===== src/hdl/flash_ctrl_pkg.sv =====
// Constants for the flash program/erase control block.
// Assumes a 32-bit Avalon-MM slave port with byte addresses.
package flash_ctrl_pkg;
  // Register byte offsets
  localparam logic [3:0] OFS_MODE   = 4'h0;
  localparam logic [3:0] OFS_SETUP  = 4'h4;
  localparam logic [3:0] OFS_ACCESS = 4'h8;

  // Mode control field positions
  localparam int GATE_BIT           = 7;
  localparam int WRITE_ENABLE_BIT   = 6;
  localparam int ERASE_VERIFY_BIT   = 3;
  localparam int PROGRAM_VERIFY_BIT = 2;
  localparam int ERASE_RUN_BIT      = 1;
  localparam int PROGRAM_RUN_BIT    = 0;

  // Setup and error field positions
  localparam int ERROR_FLAG_BIT     = 7;
  localparam int ERASE_SETUP_BIT    = 1;
  localparam int PROGRAM_SETUP_BIT  = 0;

  // Access register field position
  localparam int SELECT_BIT         = 4;

  // Reset values
  localparam logic [7:0] MODE_RESET   = 8'h80;
  localparam logic [7:0] SETUP_RESET  = 8'h00;
  localparam logic [7:0] ACCESS_RESET = 8'h00;
  localparam logic [7:0] DISABLED_READ = 8'h00;
  localparam logic [7:0] ERASED_BYTE  = 8'hff;

  // Erase blocks: four 1 kbyte, then 28, 16, 12 and 2 kbyte
  localparam int NUM_BLOCKS = 8;

  function automatic logic [15:0] block_base(input logic [2:0] idx);
    case (idx)
      3'h0: block_base = 16'h0000;
      3'h1: block_base = 16'h0400;
      3'h2: block_base = 16'h0800;
      3'h3: block_base = 16'h0c00;
      3'h4: block_base = 16'h1000;
      3'h5: block_base = 16'h8000;
      3'h6: block_base = 16'hc000;
      default: block_base = 16'hef80;
    endcase
  endfunction : block_base

  function automatic logic [15:0] block_last(input logic [2:0] idx);
    block_last = (idx == 3'h7) ? 16'hf77f : 16'(block_base(idx + 3'h1) - 16'h0001);
  endfunction : block_last
endpackage : flash_ctrl_pkg


===== src/hdl/flash_program_erase_control.sv =====
// Flash program/erase mode sequencer with its two control registers.
// Assumes an Avalon-MM master, power-state levels from the system
// controller and a one-cycle failure pulse from the array timing logic.
//
// Functional notes
// - Mode control register resets to 80h, also in hardware and software standby.
// - With flash disabled, control registers read 00h and ignore writes.
// - Verify bits are writable only while software write enable is 1.
// - Erase run writable only with gate, software enable and erase setup all 1.
// - Program run writable only with software enable and program setup both 1.
// - Hardware write gate bit 7 is read-only and reads 1.
// - Bits 6 to 2 of the setup register read zero, not writable.
// - Program entry: software enable, then program setup, then program run.
// - Erase entry: software enable, then erase setup, then erase run.
// - Software write enable permits entering either verify mode via its bit.
// - Verify and run bits enter their mode at 1 and leave at 0.
// - Setup register resets to 00h, also in hardware standby.
// - Setup bits clear in software standby, hardware and software protect.
// - Error flag sets on failed program or erase; array then error protected.
// - Error flag clears only on reset, hardware standby or low-power clock modes.
// - Array has erase blocks of 2, 12, 16, 28 and four 1 kbyte.
// - Erase works on whole blocks, erased bytes read FFh.
// - Control registers reachable only while register select bit is 1.
// - Select bit 0 deselects registers but keeps their contents.
`timescale 1ns/100ps
module flash_program_erase_control (
  input  wire logic        clk_in,
  input  wire logic        arst_n_in,
  input  wire logic [3:0]  avs_address_in,
  input  wire logic        avs_read_in,
  input  wire logic        avs_write_in,
  input  wire logic [31:0] avs_writedata_in,
  input  wire logic [3:0]  avs_byteenable_in,
  output logic      [31:0] avs_readdata_out,
  output logic             avs_waitrequest_out,
  input  wire logic        flash_enabled_in,
  input  wire logic        hw_standby_in,
  input  wire logic        sw_standby_in,
  input  wire logic        hw_protect_in,
  input  wire logic        low_power_in,
  input  wire logic        op_fail_in,
  input  wire logic [2:0]  erase_block_in,
  output logic             program_mode_out,
  output logic             erase_mode_out,
  output logic             program_verify_out,
  output logic             erase_verify_out,
  output logic [15:0]      erase_base_out,
  output logic [15:0]      erase_last_out,
  output logic [7:0]       erase_fill_out
);

  logic       software_write_enable;
  logic       erase_verify;
  logic       program_verify;
  logic       erase_run;
  logic       program_run;
  logic       erase_setup;
  logic       program_setup;
  logic       flash_error_flag;
  logic       ctrl_reg_select;
  logic       request;
  logic       accept;
  logic       flash_ok;
  logic       wr_mode;
  logic       wr_setup;
  logic       wr_access;
  logic       standby;
  logic [7:0] wbyte;
  logic [7:0] mode_value;
  logic [7:0] setup_value;

  // Hardware write gate is fixed at 1
  localparam logic write_gate_hw = 1'b1;

  assign request   = avs_read_in | avs_write_in;
  assign accept    = request & ~avs_waitrequest_out;
  assign flash_ok  = flash_enabled_in & ctrl_reg_select;
  assign wbyte     = avs_writedata_in[7:0];
  assign standby   = hw_standby_in | sw_standby_in;
  assign wr_mode   = accept & avs_write_in & avs_byteenable_in[0] & flash_ok
                     & (avs_address_in == flash_ctrl_pkg::OFS_MODE);
  assign wr_setup  = accept & avs_write_in & avs_byteenable_in[0] & flash_ok
                     & (avs_address_in == flash_ctrl_pkg::OFS_SETUP);
  assign wr_access = accept & avs_write_in & avs_byteenable_in[0]
                     & (avs_address_in == flash_ctrl_pkg::OFS_ACCESS);

  always_comb begin
    mode_value = 8'h00;
    mode_value[flash_ctrl_pkg::GATE_BIT]           = write_gate_hw;
    mode_value[flash_ctrl_pkg::WRITE_ENABLE_BIT]   = software_write_enable;
    mode_value[flash_ctrl_pkg::ERASE_VERIFY_BIT]   = erase_verify;
    mode_value[flash_ctrl_pkg::PROGRAM_VERIFY_BIT] = program_verify;
    mode_value[flash_ctrl_pkg::ERASE_RUN_BIT]      = erase_run;
    mode_value[flash_ctrl_pkg::PROGRAM_RUN_BIT]    = program_run;
  end

  always_comb begin
    setup_value = 8'h00;
    setup_value[flash_ctrl_pkg::ERROR_FLAG_BIT]    = flash_error_flag;
    setup_value[flash_ctrl_pkg::ERASE_SETUP_BIT]   = erase_setup;
    setup_value[flash_ctrl_pkg::PROGRAM_SETUP_BIT] = program_setup;
  end

  // One wait cycle, then a single ready cycle per request
  always_ff @(posedge clk_in or negedge arst_n_in) begin
    if (!arst_n_in) begin
      avs_waitrequest_out <= 1'b1;
    end else if (request && avs_waitrequest_out) begin
      avs_waitrequest_out <= 1'b0;
    end else begin
      avs_waitrequest_out <= 1'b1;
    end
  end

  // Read data is captured in the cycle waitrequest drops
  always_ff @(posedge clk_in or negedge arst_n_in) begin
    if (!arst_n_in) begin
      avs_readdata_out <= 32'h0000_0000;
    end else if (avs_read_in && avs_waitrequest_out) begin
      unique case (avs_address_in)
        flash_ctrl_pkg::OFS_MODE:
          avs_readdata_out <= {24'h00_0000,
                               flash_ok ? mode_value : flash_ctrl_pkg::DISABLED_READ};
        flash_ctrl_pkg::OFS_SETUP:
          avs_readdata_out <= {24'h00_0000,
                               flash_ok ? setup_value : flash_ctrl_pkg::DISABLED_READ};
        flash_ctrl_pkg::OFS_ACCESS:
          avs_readdata_out <= {27'h000_0000, ctrl_reg_select, 4'h0};
        default:
          avs_readdata_out <= 32'h0000_0000;
      endcase
    end
  end

  // Register select; kept over software standby
  always_ff @(posedge clk_in or negedge arst_n_in) begin
    if (!arst_n_in) begin
      ctrl_reg_select <= flash_ctrl_pkg::ACCESS_RESET[flash_ctrl_pkg::SELECT_BIT];
    end else if (hw_standby_in) begin
      ctrl_reg_select <= flash_ctrl_pkg::ACCESS_RESET[flash_ctrl_pkg::SELECT_BIT];
    end else if (wr_access) begin
      ctrl_reg_select <= wbyte[flash_ctrl_pkg::SELECT_BIT];
    end
  end

  // Mode control bits; each gated bit updates on its own
  always_ff @(posedge clk_in or negedge arst_n_in) begin
    if (!arst_n_in) begin
      software_write_enable <= flash_ctrl_pkg::MODE_RESET[flash_ctrl_pkg::WRITE_ENABLE_BIT];
      erase_verify          <= flash_ctrl_pkg::MODE_RESET[flash_ctrl_pkg::ERASE_VERIFY_BIT];
      program_verify        <= flash_ctrl_pkg::MODE_RESET[flash_ctrl_pkg::PROGRAM_VERIFY_BIT];
      erase_run             <= flash_ctrl_pkg::MODE_RESET[flash_ctrl_pkg::ERASE_RUN_BIT];
      program_run           <= flash_ctrl_pkg::MODE_RESET[flash_ctrl_pkg::PROGRAM_RUN_BIT];
    end else if (standby) begin
      software_write_enable <= flash_ctrl_pkg::MODE_RESET[flash_ctrl_pkg::WRITE_ENABLE_BIT];
      erase_verify          <= flash_ctrl_pkg::MODE_RESET[flash_ctrl_pkg::ERASE_VERIFY_BIT];
      program_verify        <= flash_ctrl_pkg::MODE_RESET[flash_ctrl_pkg::PROGRAM_VERIFY_BIT];
      erase_run             <= flash_ctrl_pkg::MODE_RESET[flash_ctrl_pkg::ERASE_RUN_BIT];
      program_run           <= flash_ctrl_pkg::MODE_RESET[flash_ctrl_pkg::PROGRAM_RUN_BIT];
    end else if (wr_mode) begin
      software_write_enable <= wbyte[flash_ctrl_pkg::WRITE_ENABLE_BIT];
      if (software_write_enable) begin
        erase_verify   <= wbyte[flash_ctrl_pkg::ERASE_VERIFY_BIT];
        program_verify <= wbyte[flash_ctrl_pkg::PROGRAM_VERIFY_BIT];
      end
      if (write_gate_hw && software_write_enable && erase_setup) begin
        erase_run <= wbyte[flash_ctrl_pkg::ERASE_RUN_BIT];
      end
      if (software_write_enable && program_setup) begin
        program_run <= wbyte[flash_ctrl_pkg::PROGRAM_RUN_BIT];
      end
    end
  end

  // Setup bits; cleared in standby and in either protect mode
  always_ff @(posedge clk_in or negedge arst_n_in) begin
    if (!arst_n_in) begin
      erase_setup   <= flash_ctrl_pkg::SETUP_RESET[flash_ctrl_pkg::ERASE_SETUP_BIT];
      program_setup <= flash_ctrl_pkg::SETUP_RESET[flash_ctrl_pkg::PROGRAM_SETUP_BIT];
    end else if (standby || hw_protect_in || !software_write_enable) begin
      erase_setup   <= flash_ctrl_pkg::SETUP_RESET[flash_ctrl_pkg::ERASE_SETUP_BIT];
      program_setup <= flash_ctrl_pkg::SETUP_RESET[flash_ctrl_pkg::PROGRAM_SETUP_BIT];
    end else if (wr_setup) begin
      erase_setup   <= wbyte[flash_ctrl_pkg::ERASE_SETUP_BIT];
      program_setup <= wbyte[flash_ctrl_pkg::PROGRAM_SETUP_BIT];
    end
  end

  // Error flag: a failure in the clearing cycle still sets it
  always_ff @(posedge clk_in or negedge arst_n_in) begin
    if (!arst_n_in) begin
      flash_error_flag <= flash_ctrl_pkg::SETUP_RESET[flash_ctrl_pkg::ERROR_FLAG_BIT];
    end else if (op_fail_in) begin
      flash_error_flag <= 1'b1;
    end else if (hw_standby_in || low_power_in) begin
      flash_error_flag <= 1'b0;
    end
  end

  // Mode outputs toward the array; runs held off under error protection
  always_ff @(posedge clk_in or negedge arst_n_in) begin
    if (!arst_n_in) begin
      program_mode_out   <= 1'b0;
      erase_mode_out     <= 1'b0;
      program_verify_out <= 1'b0;
      erase_verify_out   <= 1'b0;
    end else begin
      program_mode_out   <= program_run & ~flash_error_flag;
      erase_mode_out     <= erase_run & ~flash_error_flag;
      program_verify_out <= program_verify;
      erase_verify_out   <= erase_verify;
    end
  end

  // Erase always spans the whole selected block, filled with FFh
  always_ff @(posedge clk_in or negedge arst_n_in) begin
    if (!arst_n_in) begin
      erase_base_out <= 16'h0000;
      erase_last_out <= 16'h0000;
      erase_fill_out <= flash_ctrl_pkg::ERASED_BYTE;
    end else begin
      erase_base_out <= flash_ctrl_pkg::block_base(erase_block_in);
      erase_last_out <= flash_ctrl_pkg::block_last(erase_block_in);
      erase_fill_out <= flash_ctrl_pkg::ERASED_BYTE;
    end
  end
endmodule : flash_program_erase_control


===== config.mk =====
export PLATFORM = sky130hd
export DESIGN_NAME = flash_program_erase_control
export DESIGN_NICKNAME = d
export VERILOG_FILES = /design/src/hdl/flash_ctrl_pkg.sv /design/src/hdl/flash_program_erase_control.sv
export SDC_FILE = /design/constraint.sdc
export NUM_CORES = 1
export LEC_CHECK = 0
export BUFFER_PORTS_ARGS = -buffer_cell sky130_fd_sc_hd__buf_2
export CORE_AREA = 2 2 74 76
export DETAILED_ROUTE_END_ITERATION = 8
export DIE_AREA = 0 0 76 78
export GPL_TIMING_DRIVEN = 0
export PLACE_DENSITY = 0.75
export REMOVE_ABC_BUFFERS = 1
export SYNTH_ARGS = -nofsm -noshare
export SYNTH_HDL_FRONTEND = slang
export SYNTH_SLANG_ARGS = --single-unit
export TNS_END_PERCENT = 1

===== constraint.sdc =====
create_clock -name clk_in -period 3.55 [get_ports clk_in]
set_clock_uncertainty 0.15 [all_clocks]
set_input_delay 0.8875 -clock clk_in [delete_from_list [all_inputs] [get_ports clk_in]]
set_output_delay 0.8875 -clock clk_in [all_outputs]
set_load 0.03 [all_outputs]

# Word level (Yosys, flattened, before mapping)
# Index checks and enable logic that the tools add are counted.
dict set report totals {
  regBits 78
  input_bits 53
  out_inout_bits 77
  elab_cells 98
}
dict set report op_classes {
  addsub 2
  eq_ne 15
  muxes 29
  n_bitwise 14
  reduce_logical 21
}
# op n
set op_table {}
lappend op_table {{16-bit case mux with 7 select lines} 2}
lappend op_table {{8-bit case mux with 3 select lines} 1}
lappend op_table {{1-bit 2-to-1 mux} 23}
lappend op_table {{3-bit equality test (second input constant)} 7}
lappend op_table {{16-bit 2-to-1 mux} 1}
lappend op_table {{8-bit 2-to-1 mux} 2}
lappend op_table {{16-bit by 1-bit subtractor with 16-bit output (second input constant)} 1}
lappend op_table {{2-bit nonzero test} 7}
lappend op_table {{3-bit by 2-bit equality test with 1-bit output (second input constant)} 4}
lappend op_table {{1-bit bitwise AND} 10}
lappend op_table {{3-bit by 1-bit equality test with 1-bit output (second input constant)} 2}
lappend op_table {{3-bit zero test} 2}
lappend op_table {{2-bit AND reduction} 3}
lappend op_table {{4-bit by 3-bit equality test with 1-bit output (second input constant)} 1}
lappend op_table {{4-bit equality test (second input constant)} 1}
lappend op_table {{1-bit logical AND} 4}
lappend op_table {{4-bit zero test} 1}
lappend op_table {{3-bit by 1-bit adder with 3-bit output (second input constant)} 1}
lappend op_table {{1-bit logical OR} 3}
lappend op_table {{1-bit inverter} 2}
lappend op_table {{1-bit OR} 2}
lappend op_table {{1-bit zero test} 1}

# Logic depth before layout (Yosys ltp)
# Gate-level depths: netlist of the first run.
dict set report depth {
  ltp_word 8
  mapped_depth 7
  ltp_nobuf 6
}

# Worst setup path after synthesis of the first run
# Ideal clock, no wire load.
dict set report synth_timing {
  path_kind {in2reg}
  start {input erase_block_in[1]}
  end {register erase_last_out[14]}
  setup_time_ns 0.144
  arrival_ns 2.060
  t_required_ns 3.256
  path_slack_ns 1.197
  cell_stages 7
  n_path_buf 1
  path_cell_list {buf_2 nand2_1 inv_1 ha_1 nor2b_1 a211oi_2 o221ai_1}
}
dict set report synth_between {
  elab_chain_cells 5
}
# item line
set synth_rtl {}
lappend synth_rtl {{start: declaration} flash_program_erase_control.sv:42} ;# input wire logic [2:0] erase_block_in,
lappend synth_rtl {{3-bit by 1-bit adder with 3-bit output} flash_ctrl_pkg.sv:49} ;# block_last = (idx == 3'h7) ? 16'hf77f : 16'(block_base(idx + 3'h1) - 16'h0001);
lappend synth_rtl {{3-bit equality test (tied with other cells)} flash_ctrl_pkg.sv:36} ;# case (idx)
lappend synth_rtl {{16-bit case mux with 7 select lines} flash_ctrl_pkg.sv:36}
lappend synth_rtl {{16-bit by 1-bit subtractor with 16-bit output} flash_ctrl_pkg.sv:49}
lappend synth_rtl {{16-bit 2-to-1 mux (*)} flash_ctrl_pkg.sv:49}
lappend synth_rtl {{end signal: assignment} flash_program_erase_control.sv:223} ;# erase_last_out <= flash_ctrl_pkg::block_last(erase_block_in);
lappend synth_rtl {{end: declaration} flash_program_erase_control.sv:48} ;# output logic [15:0] erase_last_out,
# Every way passes the cells marked *; elsewhere a longest branch is shown, timed or not.
# A chain may end at the register's enable or synchronous reset.

# Worst setup path after layout of the first run
dict set report layout_timing {
  start {input erase_block_in[0]}
  end {register erase_last_out[14]}
}
# Same word-level chain as after synthesis.

==> summary.txt, run 1 <==
Clock tree
  – Root buffer cell: clkbuf_8
  – CTS tree: yes
  – Setup Fix Bufs, Post-CTS: 0
  – Clock-pin transition on the worst setup and hold timing paths: approximately 0.070 ns
  – Clk sinks: 35
  – Max clock buf depth: 2
  – Inserted Clock Buffers: 5
  – CTS resizes: 0
  – # H-tree levels: 2
  – Skew-Pair Late Insertion Delay: ~0.29 ns
  – # hold bufs at CTS: 0

Synth
  – EDFF count, synth: 0
  – Cells after Synth: 195
  – Synth Warn #: 0
  – Asr flop ratio synth: 1.00
  – Synth Area per Inst: about 10 sq um
  – Mapped Area: roughly 2000 sq um
  – Post-synthesis sequential area ratio: 0.443
  – Yosys cell types: 41
  – Synth Flop Type: dfrtp_1
  – Flops & latches, synth: 35

Timing
  – RSZ-0062 raised after global routing: false
  – Pins Over Slew Limit: 0
  – Total Neg Setup Slack: 0 ns
  – Worst rel slew slack: 0.490
  – Final setup violation count: 0
  – Endpoints failing hold: 0
  – Crit path time final: ~2.4 ns
  – Worst Max-Slew Pin Slew: 0.764 ns
  – Setup WS post-layout: approximately 1.2 ns
  – Period Utilization, post-route: 0.665
  – Peak Freq: around 420 MHz

Worst setup path
  – Crit path kind: input port to flip-flop
  – Crit path largest cell delay: 0.37 ns
  – CP cell instances: buf_2, nand2_1, inv_1, ha_1, nor2b_1, a211oi_2, o221ai_1
  – Critical Path AT: 2.35 ns
  – Critical path peak fanout: 12
  – Slowest stage cell, crit path: ha_1
  – CP Buf/Inv Count: 2
  – Crit path capture type: flip-flop
  – CP startpoint kind: input port
  – Req. time, crit path: roughly 3.5 ns
  – Crit path max-delay family: compound AO/OA/AOI/OAI gates

Layout
  – Non-Filler Instances: around 320
  – Diodes inserted: 0
  – Syn-to-layout area delta: 10.2%
  – Post-layout nets: 300
  – Commonest non-fill, non-tap cells in the layout: buf_2, conb_1, dfrtp_1
  – Commonest non-fill, non-tap cell in the layout: buf_2
  – Layout cell share with drive strength beyond 1: 0.305

Run
  – Max-Cap Viols: 0

Global routing
  – Gr usage total: 0.127
  – Initial antenna violation count: 0
  – First-pass GRT wire length: 5970 um
  – Congestion Overflow GR: 0
  – Pin count of the biggest net entering global routing: 36
  – Vias in the first global route: approximately 1300

Floorplanning
  – Die Wd: ~76 um
  – # IOs: 130
  – Die area: 5930 sq um
  – DIE HEIGHT: 78 um
  – Row cnt: 26
  – Core area: 5040 sq um
  – Initial core utilization: 0.393

Drt
  – Iteration-0 DRC Markers: around 100
  – WL final: between 3000 and 4000 um
  – DRC violation count after routing: 0
  – Post-DRT Antenna Nets: 0
  – Vias/cell: 4.37
  – DRT Pass-1 Iters: 4
  – WL/cell: approximately 12 um
  – Via count: between 1000 and 1500

Placement
  – Dpl cells: around 310
  – Place WS: about 0.93 ns
  – Detailed Place HPWL: roughly 2800 um
  – Port Buffers: 60
  – GP Congestion: a little over 0.8

Min path
  – Worst hold path class: flip-flop to flip-flop

Power
  – PwrDens: slightly above 400 nW/um^2
  – Max VDD drop: about 0.00024 V
  – Power, Total: just under 900 uW
  – Leak pwr: 1.12 nW

Outcome
  – Outcome: complete, no violations
cell families after synthesis:
logic type               synth area share
buffers and inverters               0.218
AO/OA/AOI/OAI                      0.0910
multiplexers                       0.0303
flip-flops                          0.443
adder cells (fa/ha/maj)            0.0126
AND/OR/NAND/NOR                     0.202
other                             0.00379
cell type report:
cell class / count / area, sq um
fillers: 499 / 2860
flip-flops and latches: 35 / 877
multi-input cells: 138 / 818
repair buffers: 60 / 300
well taps: 70 / 87.6
clock buffers: 7 / 76.3
inverters: 5 / 18.8
clock inverters: 1 / 5.00
where the power goes:
part	internal, mW	total [mW]	switching (mW)
logic	0.0434	0.196	0.153
registers	0.415	0.422	0.00713
clock network	0.138	0.275	0.137
total	0.596	0.893	0.297
registers in the layout, summed over array words and instances (netlist names):
signal                 flops
erase_last_out             8
avs_readdata_out           7
erase_base_out             6
avs_waitrequest_out        1
ctrl_reg_select            1
erase_mode_out             1
erase_run                  1
erase_setup                1
erase_verify               1
erase_verify_out           1
flash_error_flag           1
program_mode_out           1
program_run                1
program_setup              1
program_verify             1
program_verify_out         1
software_write_enable      1
routing by layer:
layer	wire [um]	vias to the layer above	track usage	part of all wire
met5	0	-	0	0
met4	61	0	0.0473	0.017
met3	450	8	0.0616	0.12
met2	1690	79	0.209	0.46
met1	1480	626	0.144	0.40
li1	-	668	-	-
cells in the mapped netlist, types with 3 or more instances:
cell | count | share of area
nor2b_1 | 7 | 0.022
dfrtp_1 | 34 | 0.43
o31ai_1 | 7 | 0.027
buf_4 | 51 | 0.19
nand4_1 | 5 | 0.016
a21oi_1 | 6 | 0.015
nor2_1 | 8 | 0.015
or2_1 | 3 | 0.0095
nand3_1 | 4 | 0.010
mux2i_1 | 6 | 0.030
nand2_1 | 18 | 0.034
buf_2 | 3 | 0.0076
o21ai_1 | 5 | 0.013
inv_1 | 5 | 0.0095
worst paths after layout:
kind	from	end	slack (ns)	cells past startpoint
setup / recovery	erase_block_in[0]	erase_last_out[14]	1.19	7
hold / removal	erase_verify	erase_verify_out	0.26	0
setup reg to reg	ctrl_reg_select	program_run	2.04	3
hold reg to reg	erase_verify	erase_verify_out	0.26	0
max in group asynchronous	arst_n_in	avs_readdata_out[7]	2.24	1
min in group asynchronous	arst_n_in	erase_last_out[10]	0.52	1
per-stage QoR:
| stage | instance area [sq um] | hold WS (ns) | util |
|---|---|---|---|
| 2_1_floorplan | 1710 | 0.223 | - |
| 3_3_place_gp | 2100 | 0.243 | 0.417 |
| 3_5_place_dp | 2100 | 0.246 | 0.417 |
| 4_1_cts | 2180 | 0.262 | 0.433 |
| 5_1_grt | 2180 | 0.271 | 0.433 |
| 6_report | 2180 | 0.258 | 0.433 |
Note: power is estimated with default switching activity, not from simulation.
==> inputs of run 2 (changes only) <==
Settings changed: CORE_AREA 2 2 74 76 to 2 2 76 78, DIE_AREA 0 0 76 78 to 0 0 78 80, PLACE_DENSITY 0.75 to 0.74.
Clock period 3.55 ns to 2 ns, I/O delays scaled along.
==> summary.txt, run 2 (synthesis gave the netlist of run 1 again) <==
Power
  – Leak pwr: roughly 1.1 nW
  – Max VDD drop: roughly 0.00036 V
  – PwrDens: slightly above 800 nW/um^2
  – Power, Total: roughly 1.9 mW

Timing
  – Endpoints failing hold: 0
  – Final setup violation count: 0
  – Crit path time final: roughly 1.9 ns
  – Worst rel slew slack: 0.490
  – Total Neg Setup Slack: 0 ns
  – RSZ-0062 raised after global routing: false
  – Peak Freq: between 500 and 600 MHz
  – Pins Over Slew Limit: 0
  – Period Utilization, post-route: 0.939
  – Worst Max-Slew Pin Slew: between 0.7 and 0.8 ns

Placement
  – Dpl cells: between 300 and 400
  – GP Congestion: between 0.8 and 0.9
  – Port Buffers: 60
  – Cell Area, Placed: ~2100 sq um
  – Detailed Place HPWL: around 2800 um

Worst setup path
  – Slowest stage cell, crit path: ha_1
  – Crit path kind: input port to flip-flop
  – Req. time, crit path: 1.99 ns
  – CP startpoint kind: input port
  – Critical Path AT: roughly 1.9 ns
  – Crit path capture type: flip-flop
  – Crit path largest cell delay: between 0.3 and 0.4 ns
  – Critical path peak fanout: 11
  – CP cell instances: buf_2, nand2_1, inv_1, ha_1, nor2b_1, a211oi_2, o221ai_1

Layout
  – Commonest non-fill, non-tap cell in the layout: buf_2
  – Biggest register: erase_last_out
  – Post-route cell area: about 2200 sq um
  – Commonest non-fill, non-tap cells in the layout: buf_2, conb_1, dfrtp_1
  – Biggest regs: erase_last_out: 8 flops, avs_readdata_out: 7 flops, erase_base_out: 6 flops
  – Non-Filler Instances: roughly 320
  – Syn-to-layout area delta: 13.0%
  – Post-layout nets: 300
  – Layout cell share with drive strength beyond 1: 0.309
  – Diodes inserted: 0
  – Max reg flops: 8
  – Finished Core Util: 0.414

Global routing
  – Vias in the first global route: between 1000 and 1500
  – Initial antenna violation count: 0
  – First-pass GRT wire length: between 5000 and 6000 um
  – Global-route track usage on met3: 0.0396
  – Grt peak-use layer: met2
  – Pin count of the biggest net entering global routing: 36
  – Routing usage on met1: 0.127
  – Congestion Overflow GR: 0
  – Met2 usage in global routing: 0.223
  – Gr usage total: 0.120

Floorplanning
  – Row cnt: 27
  – DIE HEIGHT: 80 um
  – Initial core utilization: 0.366
  – Core area: 5410 sq um
  – Die area: about 6200 sq um
  – # IOs: 130
  – Die Wd: roughly 80 um

Clock tree
  – # hold bufs at CTS: 0
  – # H-tree levels: 2
  – Clock-pin transition on the worst setup and hold timing paths: 0.08 ns
  – Skew-Pair Late Insertion Delay: between 0.2 and 0.3 ns
  – Max clock buf depth: 2
  – Inserted Clock Buffers: 5
  – Clk sinks: 35
  – Setup Fix Bufs, Post-CTS: 0
  – Root buffer cell: clkbuf_8
  – CTS resizes: 0
  – CTS tree: yes

Outcome
  – Outcome: complete, no violations

Drt
  – DRT Pass-1 Iters: 4
  – DRC violation count after routing: 0
  – Via count: about 1400
  – WL final: 3680 um
  – Iteration-0 DRC Markers: between 40 and 50
  – WL/cell: around 12 um
  – Post-DRT Antenna Nets: 0
  – Vias/cell: between 4 and 5

Min path
  – Worst hold path class: input port to async pin

Run
  – Max-Cap Viols: 0
run 2: routing by layer:
layer	share of wire	vias to the layer above
met5	0	-
met3	0.093	8
li1	-	670
met1	0.38	659
met4	0.014	0
met2	0.51	74
run 2: final cells by class:
| class | instances | area (sq um) |
|---|---|---|
| multi-input combinational | 138 | 818 |
| fill | 563 | 3170 |
| tap | 72 | 90.1 |
| sequential | 35 | 877 |
| timing repair buffer | 60 | 300 |
| inverter | 5 | 18.8 |
| clock inverter | 2 | 60.1 |
| clock buffer | 6 | 72.6 |
run 2: critical path, delay by kind of cell:
family	cells	cell delay (ns)
compound gates	2	0.47
fa+ha+maj	1	0.37
simple gates	2	0.31
buf+inv	2	0.22
run 2: path summary, 6_finish.rpt:
kind	startpoint	endpoint	slack, ns	depth (start not counted)
hold / removal	arst_n_in	erase_verify_out	0.13	1
max in group asynchronous	arst_n_in	erase_base_out[12]	1.08	1
setup reg to reg	ctrl_reg_select	erase_run	0.51	3
hold reg to reg	program_verify	program_verify_out	0.26	0
min in group clk_in	avs_read_in	avs_waitrequest_out	0.22	2
setup / recovery	erase_block_in[1]	erase_last_out[14]	0.12	7
run 2: report_power, final:
group	switching, mW	total (mW)	internal, mW
clock	0.263	0.761	0.499
sequential	0.0129	0.749	0.737
combinational	0.268	0.346	0.0771
run 2: metrics by stage:
stage / hold WS (ns) / worst slack [ns]
floorplan: 0.0544 / -0.546
global placement: 0.239 / -0.136
detailed placement: 0.244 / -0.174
CTS: 0.159 / 0.127
global route: 0.203 / 0.0349
finish: 0.129 / 0.122
